===== src/smn_pkg_debounce.sv =====
// Shared constants for the setup menu navigator and its key debouncer.
package smn_pkg;

   // Menu and value geometry.
   localparam int MENU_W  = 3;
   localparam int PARAM_W = 3;
   localparam int DIGITS  = 5;
   localparam int VAL_W   = 4 * DIGITS;
   localparam int CHC_W   = 4;
   localparam int IDX_W   = MENU_W + PARAM_W;
   localparam int DEPTH   = 1 << IDX_W;

   // Main menus in their scrolling order.
   localparam logic [MENU_W-1:0] MENU_CONFIG          = 3'h0;
   localparam logic [MENU_W-1:0] MENU_FORMAT          = 3'h1;
   localparam logic [MENU_W-1:0] MENU_CALIBRATION     = 3'h2;
   localparam logic [MENU_W-1:0] MENU_SERIAL          = 3'h3;
   localparam logic [MENU_W-1:0] MENU_INPUT_ASSIGN    = 3'h4;
   localparam logic [MENU_W-1:0] MENU_FACTORY_RESTORE = 3'h5;
   localparam logic [MENU_W-1:0] MENU_FIRMWARE_ID     = 3'h6;

   // Prompt and choice counts.
   localparam logic [PARAM_W-1:0] CONFIG_PARAMS    = 3'h6;
   localparam logic [PARAM_W-1:0] OTHER_PARAMS     = 3'h2;
   localparam logic [CHC_W-1:0]   CHC_NUMERIC      = 4'h0;
   localparam logic [CHC_W-1:0]   CHC_ZERO_TRACK   = 4'h4;
   localparam logic [CHC_W-1:0]   CHC_ZERO_RANGE   = 4'h2;
   localparam logic [CHC_W-1:0]   CHC_MOTION_BAND  = 4'h7;
   localparam logic [CHC_W-1:0]   CHC_OVERLOAD     = 4'h4;
   localparam logic [CHC_W-1:0]   CHC_FILTER       = 4'h8;
   localparam logic [CHC_W-1:0]   CHC_OTHER        = 4'h2;
   localparam logic [VAL_W-1:0]   GRADS_DEFAULT    = 20'h05000;
   localparam logic [VAL_W-1:0]   LIST_DEFAULT     = 20'h00000;
   localparam logic [3:0]         BCD_MAX          = 4'h9;

   // Serial command codes and timing.
   localparam logic [1:0] CMD_KEY_RIGHT = 2'h0;
   localparam logic [1:0] CMD_KEY_ENTER = 2'h1;
   localparam logic [1:0] CMD_READ      = 2'h2;
   localparam logic [1:0] CMD_WRITE     = 2'h3;
   localparam int CLK_HZ      = 10_000_000;
   localparam int DEBOUNCE_MS = 20;
   localparam int BLINK_MS    = 250;
   localparam int DEBOUNCE_CYC = CLK_HZ / 1000 * DEBOUNCE_MS;
   localparam int BLINK_CYC    = CLK_HZ / 1000 * BLINK_MS;

   typedef enum logic [2:0] {
      ST_NORMAL  = 3'b000,
      ST_MAIN    = 3'b001,
      ST_PARAM   = 3'b011,
      ST_VALUE   = 3'b010,
      ST_DIGIT   = 3'b110,
      ST_PENDING = 3'b111
   } smn_state_t;

   function automatic logic [PARAM_W-1:0] smn_param_count(
      input logic [MENU_W-1:0] menu);
      return (menu == MENU_CONFIG) ? CONFIG_PARAMS : OTHER_PARAMS;
   endfunction

   // Zero choices marks a numeric parameter edited digit by digit.
   function automatic logic [CHC_W-1:0] smn_choice_count(
      input logic [MENU_W-1:0] menu, input logic [PARAM_W-1:0] prm);
      logic [CHC_W-1:0] c;
      c = CHC_OTHER;
      if (menu == MENU_CONFIG) begin
         case (prm)
            3'h0:    c = CHC_NUMERIC;
            3'h1:    c = CHC_ZERO_TRACK;
            3'h2:    c = CHC_ZERO_RANGE;
            3'h3:    c = CHC_MOTION_BAND;
            3'h4:    c = CHC_OVERLOAD;
            default: c = CHC_FILTER;
         endcase
      end
      return c;
   endfunction

   function automatic logic [VAL_W-1:0] smn_default(
      input logic [MENU_W-1:0] menu, input logic [PARAM_W-1:0] prm);
      return (smn_choice_count(menu, prm) == CHC_NUMERIC) ?
             GRADS_DEFAULT : LIST_DEFAULT;
   endfunction

   function automatic logic [IDX_W-1:0] smn_index(
      input logic [MENU_W-1:0] menu, input logic [PARAM_W-1:0] prm);
      return {menu, prm};
   endfunction

   function automatic logic smn_param_valid(
      input logic [MENU_W-1:0] menu, input logic [PARAM_W-1:0] prm);
      return (menu <= MENU_FIRMWARE_ID) && (prm < smn_param_count(menu));
   endfunction

endpackage

// Key debouncer.
module smn_debounce #(
   parameter int CYCLES = smn_pkg::DEBOUNCE_CYC
) (
   // Clock and reset
   input  wire logic clk_sys,
   input  wire logic sys_rst,
   // Raw pin and debounced press
   input  wire logic pin_raw,
   output logic      press_pulse
);
   import smn_pkg::*;

   logic        sync1_reg;
   logic        sync2_reg;
   logic        stable_reg;
   logic [31:0] cnt_reg;

   always_ff @(posedge clk_sys) begin
      if (sys_rst) begin
         sync1_reg <= 1'b0;
         sync2_reg <= 1'b0;
      end else begin
         sync1_reg <= pin_raw;
         sync2_reg <= sync1_reg;
      end
   end

   // A level must hold a whole window to be believed.
   always_ff @(posedge clk_sys) begin
      if (sys_rst) begin
         stable_reg  <= 1'b0;
         cnt_reg     <= 32'h0;
         press_pulse <= 1'b0;
      end else begin
         press_pulse <= 1'b0;
         if (sync2_reg == stable_reg) begin
            cnt_reg <= 32'h0;
         end else if (cnt_reg >= 32'(CYCLES - 1)) begin
            cnt_reg     <= 32'h0;
            stable_reg  <= sync2_reg;
            press_pulse <= sync2_reg;
         end else begin
            cnt_reg <= cnt_reg + 32'h1;
         end
      end
   end

endmodule // smn_debounce


===== src/smn_navigator.sv =====
// Setup menu navigator: key handling, menu walk, digit editing, store.
//
// Notes on behaviour
// - Setup press in normal enters configuration menu.
// - Setup press in setup returns to normal.
// - Keys reach menus only in setup mode.
// - RIGHT scrolls main menus, wraps after last.
// - ENTER on main menu shows first prompt.
// - RIGHT advances to the next prompt.
// - RIGHT on last prompt climbs to menus.
// - ENTER on prompt shows its value list.
// - RIGHT scrolls values, wrapping at the end.
// - ENTER stores shown value, back to prompt.
// - First RIGHT selects leftmost digit, which blinks.
// - ENTER bumps digit; RIGHT moves selection right.
// - RIGHT past last digit stops blinking, pending.
// - ENTER while pending saves and climbs.
// - RIGHT while pending restarts at leftmost digit.
// - Serial commands emulate keys, configure, dump.
// - Serial port reads whole configuration; writes only at menu or prompt level.
module smn_navigator
   import smn_pkg::*;
#(
   parameter int DEBOUNCE_CYCLES = smn_pkg::DEBOUNCE_CYC,
   parameter int BLINK_CYCLES    = smn_pkg::BLINK_CYC
) (
   // Clock and reset
   input  wire logic                       clk_sys,
   input  wire logic                       sys_rst,
   // Operator pins
   input  wire logic                       setup_sw,
   input  wire logic                       key_right,
   input  wire logic                       key_enter,
   // Serial command port
   input  wire logic                       cmd_valid,
   input  wire logic [1:0]                 cmd_code,
   input  wire logic [smn_pkg::MENU_W-1:0] cmd_menu,
   input  wire logic [smn_pkg::PARAM_W-1:0] cmd_param,
   input  wire logic [smn_pkg::VAL_W-1:0]  cmd_data,
   output logic                            rsp_valid,
   output logic                            rsp_ok,
   output logic [smn_pkg::VAL_W-1:0]       rsp_data,
   // Display
   output logic                            setup_active,
   output logic [2:0]                      disp_level,
   output logic [smn_pkg::MENU_W-1:0]      disp_menu,
   output logic [smn_pkg::PARAM_W-1:0]     disp_param,
   output logic [smn_pkg::VAL_W-1:0]       disp_value,
   output logic [smn_pkg::DIGITS-1:0]      disp_blank,
   // Stored configuration update
   output logic                            cfg_upd_valid,
   output logic [smn_pkg::MENU_W-1:0]      cfg_upd_menu,
   output logic [smn_pkg::PARAM_W-1:0]     cfg_upd_param,
   output logic [smn_pkg::VAL_W-1:0]       cfg_upd_data
);
   import smn_pkg::*;

   localparam logic [2:0] DIG_LEFT  = 3'(DIGITS - 1);
   localparam logic [2:0] DIG_RIGHT = 3'h0;

   smn_state_t           state_reg;
   logic [MENU_W-1:0]    menu_reg;
   logic [PARAM_W-1:0]   param_reg;
   logic [VAL_W-1:0]     val_reg;
   logic [2:0]           dig_reg;
   logic [VAL_W-1:0]     store_mem [0:DEPTH-1];
   logic [31:0]          blink_cnt_reg;
   logic                 blink_phase_reg;

   logic                 setup_press;
   logic                 right_press;
   logic                 enter_press;
   logic                 right_ev;
   logic                 enter_ev;
   logic                 in_setup;
   logic                 numeric;
   logic                 save_ev;
   logic [CHC_W-1:0]     chc;
   logic [VAL_W-1:0]     stored_val;
   logic                 host_wr_ok;
   logic                 host_rd_ok;

   // One debouncer per pin.
   smn_debounce #(.CYCLES(DEBOUNCE_CYCLES)) u_deb_setup (
      .clk_sys     (clk_sys),
      .sys_rst     (sys_rst),
      .pin_raw     (setup_sw),
      .press_pulse (setup_press)
   );

   smn_debounce #(.CYCLES(DEBOUNCE_CYCLES)) u_deb_right (
      .clk_sys     (clk_sys),
      .sys_rst     (sys_rst),
      .pin_raw     (key_right),
      .press_pulse (right_press)
   );

   smn_debounce #(.CYCLES(DEBOUNCE_CYCLES)) u_deb_enter (
      .clk_sys     (clk_sys),
      .sys_rst     (sys_rst),
      .pin_raw     (key_enter),
      .press_pulse (enter_press)
   );

   // A keypad and an emulated press in one cycle merge into
   // one event.
   always_comb begin
      right_ev = right_press |
                 (cmd_valid && cmd_code == CMD_KEY_RIGHT);
      enter_ev = enter_press |
                 (cmd_valid && cmd_code == CMD_KEY_ENTER);
      in_setup = (state_reg != ST_NORMAL);
      chc      = smn_choice_count(menu_reg, param_reg);
      numeric  = (chc == CHC_NUMERIC);
      stored_val = store_mem[smn_index(menu_reg, param_reg)];
   end

   // Operator store.
   always_comb begin
      save_ev = !setup_press && enter_ev &&
                ((state_reg == ST_VALUE) || (state_reg == ST_PENDING));
   end

   // Host writes land only while nobody is mid-edit, so the operator
   // and the host never store in one cycle.
   always_comb begin
      host_rd_ok = smn_param_valid(cmd_menu, cmd_param);
      host_wr_ok = host_rd_ok &&
                   ((state_reg == ST_MAIN) || (state_reg == ST_PARAM));
   end

   // Navigation state machine.
   always_ff @(posedge clk_sys) begin
      if (sys_rst) begin
         state_reg <= ST_NORMAL;
         menu_reg  <= MENU_CONFIG;
         param_reg <= '0;
         val_reg   <= '0;
         dig_reg   <= DIG_LEFT;
      end else if (setup_press) begin
         if (in_setup) begin
            state_reg <= ST_NORMAL;
         end else begin
            state_reg <= ST_MAIN;
            menu_reg  <= MENU_CONFIG;
            param_reg <= '0;
         end
      end else begin
         unique case (state_reg)
            ST_NORMAL: begin
               // Keys do nothing outside setup.
               state_reg <= ST_NORMAL;
            end
            ST_MAIN: begin
               if (enter_ev) begin
                  state_reg <= ST_PARAM;
                  param_reg <= '0;
               end else if (right_ev) begin
                  if (menu_reg == MENU_FIRMWARE_ID) begin
                     menu_reg <= MENU_CONFIG;
                  end else begin
                     menu_reg <= menu_reg + 3'h1;
                  end
               end
            end
            ST_PARAM: begin
               if (enter_ev) begin
                  state_reg <= ST_VALUE;
                  val_reg   <= stored_val;
                  dig_reg   <= DIG_LEFT;
               end else if (right_ev) begin
                  if (param_reg == smn_param_count(menu_reg) - 3'h1) begin
                     state_reg <= ST_MAIN;
                  end else begin
                     param_reg <= param_reg + 3'h1;
                  end
               end
            end
            ST_VALUE: begin
               if (enter_ev) begin
                  state_reg <= ST_PARAM;
               end else if (right_ev) begin
                  if (numeric) begin
                     state_reg <= ST_DIGIT;
                     dig_reg   <= DIG_LEFT;
                  end else if (val_reg[CHC_W-1:0] == chc - 4'h1) begin
                     val_reg <= '0;
                  end else begin
                     val_reg <= val_reg + VAL_W'(1);
                  end
               end
            end
            ST_DIGIT: begin
               if (enter_ev) begin
                  val_reg <= smn_bcd_inc(val_reg, dig_reg);
               end else if (right_ev) begin
                  if (dig_reg == DIG_RIGHT) begin
                     state_reg <= ST_PENDING;
                  end else begin
                     dig_reg <= dig_reg - 3'h1;
                  end
               end
            end
            ST_PENDING: begin
               if (enter_ev) begin
                  state_reg <= ST_PARAM;
               end else if (right_ev) begin
                  state_reg <= ST_DIGIT;
                  dig_reg   <= DIG_LEFT;
               end
            end
            default: begin
               state_reg <= ST_NORMAL;
            end
         endcase
      end
   end

   // Store, written by the operator or the host.
   always_ff @(posedge clk_sys) begin
      if (sys_rst) begin
         for (int i = 0; i < DEPTH; i++) begin
            store_mem[i] <= smn_default(MENU_W'(i >> PARAM_W),
                                        PARAM_W'(i));
         end
      end else if (save_ev) begin
         store_mem[smn_index(menu_reg, param_reg)] <= val_reg;
      end else if (cmd_valid && cmd_code == CMD_WRITE && host_wr_ok) begin
         store_mem[smn_index(cmd_menu, cmd_param)] <= cmd_data;
      end
   end

   // Store update notice.
   always_ff @(posedge clk_sys) begin
      if (sys_rst) begin
         cfg_upd_valid <= 1'b0;
         cfg_upd_menu  <= '0;
         cfg_upd_param <= '0;
         cfg_upd_data  <= '0;
      end else if (save_ev) begin
         cfg_upd_valid <= 1'b1;
         cfg_upd_menu  <= menu_reg;
         cfg_upd_param <= param_reg;
         cfg_upd_data  <= val_reg;
      end else if (cmd_valid && cmd_code == CMD_WRITE && host_wr_ok) begin
         cfg_upd_valid <= 1'b1;
         cfg_upd_menu  <= cmd_menu;
         cfg_upd_param <= cmd_param;
         cfg_upd_data  <= cmd_data;
      end else begin
         cfg_upd_valid <= 1'b0;
      end
   end

   // Every command gets one answer next cycle.
   // A read past the last prompt of a menu answers not-ok, which is how
   // a host walking the map finds the end of each list.
   always_ff @(posedge clk_sys) begin
      if (sys_rst) begin
         rsp_valid <= 1'b0;
         rsp_ok    <= 1'b0;
         rsp_data  <= '0;
      end else begin
         rsp_valid <= cmd_valid;
         if (cmd_valid) begin
            unique case (cmd_code)
               CMD_READ: begin
                  rsp_ok   <= host_rd_ok;
                  rsp_data <= host_rd_ok ?
                              store_mem[smn_index(cmd_menu, cmd_param)] :
                              '0;
               end
               CMD_WRITE: begin
                  rsp_ok   <= host_wr_ok;
                  rsp_data <= cmd_data;
               end
               default: begin
                  rsp_ok   <= in_setup;
                  rsp_data <= '0;
               end
            endcase
         end
      end
   end

   // Blink clock.
   always_ff @(posedge clk_sys) begin
      if (sys_rst) begin
         blink_cnt_reg   <= 32'h0;
         blink_phase_reg <= 1'b0;
      end else if (blink_cnt_reg >= 32'(BLINK_CYCLES - 1)) begin
         blink_cnt_reg   <= 32'h0;
         blink_phase_reg <= ~blink_phase_reg;
      end else begin
         blink_cnt_reg <= blink_cnt_reg + 32'h1;
      end
   end

   // Display outputs.
   always_ff @(posedge clk_sys) begin
      if (sys_rst) begin
         setup_active <= 1'b0;
         disp_level   <= ST_NORMAL;
         disp_menu    <= MENU_CONFIG;
         disp_param   <= '0;
         disp_value   <= '0;
         disp_blank   <= '0;
      end else begin
         setup_active <= in_setup;
         disp_level   <= state_reg;
         disp_menu    <= menu_reg;
         disp_param   <= param_reg;
         disp_value   <= val_reg;
         if (state_reg == ST_DIGIT && blink_phase_reg) begin
            disp_blank <= DIGITS'(1) << dig_reg;
         end else begin
            disp_blank <= '0;
         end
      end
   end

   // BCD digit increment; nine rolls to zero.
   function automatic logic [VAL_W-1:0] smn_bcd_inc(
      input logic [VAL_W-1:0] v, input logic [2:0] d);
      logic [VAL_W-1:0] r;
      r = v;
      for (int k = 0; k < DIGITS; k++) begin
         if (3'(k) == d) begin
            r[4*k +: 4] = (v[4*k +: 4] >= BCD_MAX) ? 4'h0 :
                          v[4*k +: 4] + 4'h1;
         end
      end
      return r;
   endfunction

endmodule // smn_navigator


===== config.mk =====
export PLATFORM = sky130hd
export DESIGN_NAME = smn_navigator
export DESIGN_NICKNAME = d
export VERILOG_FILES = /design/src/smn_pkg_debounce.sv /design/src/smn_navigator.sv
export SDC_FILE = /design/constraint.sdc
export NUM_CORES = 2
export LEC_CHECK = 0
export ABC_CLOCK_PERIOD_IN_PS = 4800
export BUFFER_PORTS_ARGS = -buffer_cell sky130_fd_sc_hd__buf_2
export CAP_MARGIN = 30
export CORE_ASPECT_RATIO = 1.2
export CORE_MARGIN = 3
export CORE_UTILIZATION = 45
export CTS_CLUSTER_DIAMETER = 100
export CTS_CLUSTER_SIZE = 30
export DETAILED_ROUTE_END_ITERATION = 8
export GPL_TIMING_DRIVEN = 1
export PLACE_DENSITY = 0.62
export SYNTH_ARGS = -nofsm -noshare
export SYNTH_HDL_FRONTEND = slang
export SYNTH_SLANG_ARGS = --single-unit

===== constraint.sdc =====
create_clock -name clk_sys -period 4.8 [get_ports clk_sys]
set_clock_uncertainty 0.15 [all_clocks]
set_input_delay 0.96 -clock clk_sys [delete_from_list [all_inputs] [get_ports clk_sys]]
set_output_delay 0.96 -clock clk_sys [all_outputs]
set_load 0.02 [all_outputs]

==> reports/qor.json <==
{
  "run_status": {"value": "finished, final reports clean"},
  "synthTopCellsByCount": {"value": "sky130_fd_sc_hd__nor2_1, sky130_fd_sc_hd__edfxtp_1, sky130_fd_sc_hd__mux4_2"},
  "dieWidth": {"value": 382, "unit": "um"},
  "place.port_buffers": {"value": 117},
  "drt_iter0_markers": {"value": 6709},
  "post-synth-top-area-cell": {"value": "sky130_fd_sc_hd__edfxtp_1"},
  "dpl.hpwl": {"value": 174000, "unit": "um"},
  "worst-slew-pin-transition": {"value": 1.06, "unit": "ns"},
  "hold_viol": {"value": 0},
  "number_of_global_route_vias_before_repair": {"value": 49073},
  "cts-root-to-sink-buffers": {"value": 3},
  "postCtsHoldBufs": {"value": 0},
  "cts_made_buffers": {"value": 58},
  "clock_sinks": {"value": 1537},
  "timing_max_transition_violations_final": {"value": 0},
  "start_util": {"value": 45.5, "unit": "%"},
  "fraction_of_the_cycle_the_final_worst_path_needs": {"value": 85.6, "unit": "%"},
  "gp_routability_congestion": {"value": 1.00},
  "dr.pass1.iters": {"value": 7},
  "tmin_final": {"value": 4.11, "unit": "ns"},
  "drt-vias-per-instance": {"value": 6.48},
  "synth.distinct_cells": {"value": 87},
  "grt_use_total": {"value": 29.2, "unit": "%"},
  "synth-main-ff-cell": {"value": "sky130_fd_sc_hd__edfxtp_1"},
  "clock_latency": {"value": 0.78, "unit": "ns"},
  "grt_pass1_wl": {"value": 364000, "unit": "um"},
  "final_design_area_no_fill": {"value": 83400, "unit": "um2"},
  "fmax": {"value": 243, "unit": "MHz"},
  "rsz_0062_raised_after_global_routing": {"value": "no"},
  "drive_above_1_share": {"value": 24.6, "unit": "%"},
  "synth_seq_cells": {"value": 1537},
  "dr_total_vias": {"value": 50708},
  "clock_tree.root_cell": {"value": "sky130_fd_sc_hd__clkbuf_16"},
  "worst_endpoint_data_arrival_time": {"value": 4.62, "unit": "ns"},
  "maximum_number_of_pins_on_one_net_before_global_route_repair": {"value": 90},
  "grt.overflow.total": {"value": 0},
  "cts-resized-gates": {"value": 0},
  "asyncSetResetFlopFracSynth": {"value": 0, "unit": "%"},
  "final_antenna_net_count": {"value": 0},
  "synth_edf_count": {"value": 1280},
  "max_flop_register": {"value": "store_mem"},
  "powerDensity": {"value": 285, "unit": "nW/um2"},
  "min_path_type": {"value": "input port to flip-flop"},
  "tritoncts_clock_tree": {"value": "built"},
  "post-synth-top-area-fraction": {"value": 50.5, "unit": "%"},
  "drv_cap": {"value": 0},
  "relSlewSlack": {"value": 29.6, "unit": "%"},
  "wirelength": {"value": 257000, "unit": "um"},
  "syn2layout_area_growth": {"value": 9.55, "unit": "%"},
  "synth-seq-area-share": {"value": 57.2, "unit": "%"},
  "peakVddDrop": {"value": 0.324, "unit": "mV"},
  "setup.worst_path.end_class": {"value": "flip-flop"},
  "power.leakage": {"value": 27.4, "unit": "nW"},
  "path_max_fanout": {"value": 18},
  "ioPinCount": {"value": 118},
  "synthesis.area": {"value": 76200, "unit": "um2"},
  "die_area": {"value": 174000, "unit": "um2"},
  "nNetsFinal": {"value": 5615},
  "drt-wirelength-per-cell": {"value": 32.9, "unit": "um"},
  "post_syn_area_per_cell": {"value": 13.9, "unit": "um2"},
  "timing.setup.critical_path_class": {"value": "flip-flop to flip-flop"},
  "post_synth_inst_count": {"value": 5469},
  "worstPathRequired": {"value": 5.31, "unit": "ns"},
  "timing.critical_path.from_type": {"value": "flip-flop"},
  "cts.clk_slew.worst_paths": {"value": 0.12, "unit": "ns"},
  "final-setup-viol-count": {"value": 0},
  "buffers_inserted_by_post_cts_timing_repair": {"value": 0},
  "synth_area_leaders": {"value": "sky130_fd_sc_hd__edfxtp_1, sky130_fd_sc_hd__mux4_2, sky130_fd_sc_hd__nor2_1, sky130_fd_sc_hd__dfxtp_1, sky130_fd_sc_hd__clkbuf_1"},
  "number_of_flip_flops_under_the_largest_register_name": {"value": 1280},
  "synth_most_common_cell": {"value": "sky130_fd_sc_hd__nor2_1"},
  "synth-warning-count": {"value": 0},
  "antenna_found_initial": {"value": 21},
  "floorplan.die.height": {"value": 457, "unit": "um"},
  "dpl-instance-area": {"value": 81700, "unit": "um2"},
  "fin_setup_tns": {"value": 0, "unit": "ns"},
  "cts_max_level": {"value": 2},
  "std_cell_rows": {"value": 164},
  "core_area": {"value": 167000, "unit": "um2"},
  "drc_errors": {"value": 0}
}
[per-stage QoR]
step / std cells / util [%] / total power (W) / setup slack (ns) / hold slack (ns)
floorplan: 5520 / - / 0.0164 / 0.159 / 0.264
global route: 7816 / 49.9 / 0.0244 / 0.350 / 0.280
CTS: 7815 / 49.9 / 0.0238 / 0.699 / 0.249
global placement: 7727 / 48.9 / 0.0174 / 0.103 / 0.271
finish: 7823 / 49.9 / 0.0238 / 0.689 / 0.287
detailed placement: 7729 / 48.9 / 0.0175 / 0.181 / 0.276
[placed cells by master (no fill, tap or decap), types with 45 or more instances in the layout]
cell,n
sky130_fd_sc_hd__a21oi_1,60
sky130_fd_sc_hd__a22oi_1,60
sky130_fd_sc_hd__buf_12,99
sky130_fd_sc_hd__buf_2,113
sky130_fd_sc_hd__buf_4,278
sky130_fd_sc_hd__clkbuf_16,61
sky130_fd_sc_hd__conb_1,52
sky130_fd_sc_hd__dfxtp_1,252
sky130_fd_sc_hd__edfxtp_1,1280
sky130_fd_sc_hd__mux2i_1,90
sky130_fd_sc_hd__mux4_2,761
sky130_fd_sc_hd__nand2_1,294
sky130_fd_sc_hd__nand3_1,57
sky130_fd_sc_hd__nor2_1,1469
sky130_fd_sc_hd__o21ai_0,45
[power breakdown]
part | total, W | internal, W | leakage [nW] | switching [W]
Sequential | 0.0150 | 0.0148 | 15.3 | 0.000214
Clock | 0.00658 | 0.00245 | 0.824 | 0.00413
Combinational | 0.00221 | 0.000888 | 11.3 | 0.00132
[layout make-up]
type / instances / area (um2)
Clock inverter: 8 / 110
Sequential cell: 1537 / 43600
Timing Repair Buffer: 494 / 4680
Multi-Input combinational cell: 3420 / 30500
Clock buffer: 78 / 1590
Antenna cell: 8 / 20.0
Fill cell: 14204 / 83800
Inverter: 37 / 141
Tap cell: 2241 / 2800
[final timing paths]
path,startpoint,to,slack [ns],cells after the start
max reg2reg,param_reg[0]$_SDFFE_PP0P_,val_reg[13]$_SDFFE_PP0P_,0.69,12
min reg2reg,cfg_upd_data[0]$_SDFFE_PP0P_,cfg_upd_data[0]$_SDFFE_PP0P_,0.29,2
min,key_right,u_deb_right.sync1_reg$_SDFF_PP0_,0.29,2
max,param_reg[0]$_SDFFE_PP0P_,val_reg[13]$_SDFFE_PP0P_,0.69,12
[layer usage]
metal	vias up	part of all wire, %	GRT usage [%]	wire (um)
met1	26068	34	36.4	87800
met3	624	11	6.51	28300
met5	-	0.022	0	57
li1	20682	-	-	-
met2	3324	48	46.9	122000
met4	10	7.2	17.3	18600
[kinds of logic (layout without fill, tap and decap cells)]
family          count (synthesis)  in the layout  synth area share (%)
compound gates                319            319                  2.88
xor+xnor                       74             74                 0.851
simple gates                 2069           2069                  11.2
mux                           873            873                  24.0
fa+ha+maj                      33             33                 0.542
buf+inv                       563            617                  3.31
flops                        1537           1537                  57.2
other cells                     1             60               0.00492
[worst max-delay path: stages (launching register included)]
cell,delay (ns)
sky130_fd_sc_hd__dfxtp_4,0.72
sky130_fd_sc_hd__clkinv_1,0.25
sky130_fd_sc_hd__ha_1,0.28
sky130_fd_sc_hd__a211oi_1,0.25
sky130_fd_sc_hd__ha_1,0.32
sky130_fd_sc_hd__xor2_1,0.35
sky130_fd_sc_hd__nor3_1,0.09
sky130_fd_sc_hd__o21ai_0,0.40
sky130_fd_sc_hd__a211oi_2,0.13
sky130_fd_sc_hd__buf_4,0.22
sky130_fd_sc_hd__nor2_1,0.37
sky130_fd_sc_hd__a211oi_1,0.13
sky130_fd_sc_hd__a2111oi_0,0.36
(Power assumes the default switching activity.)
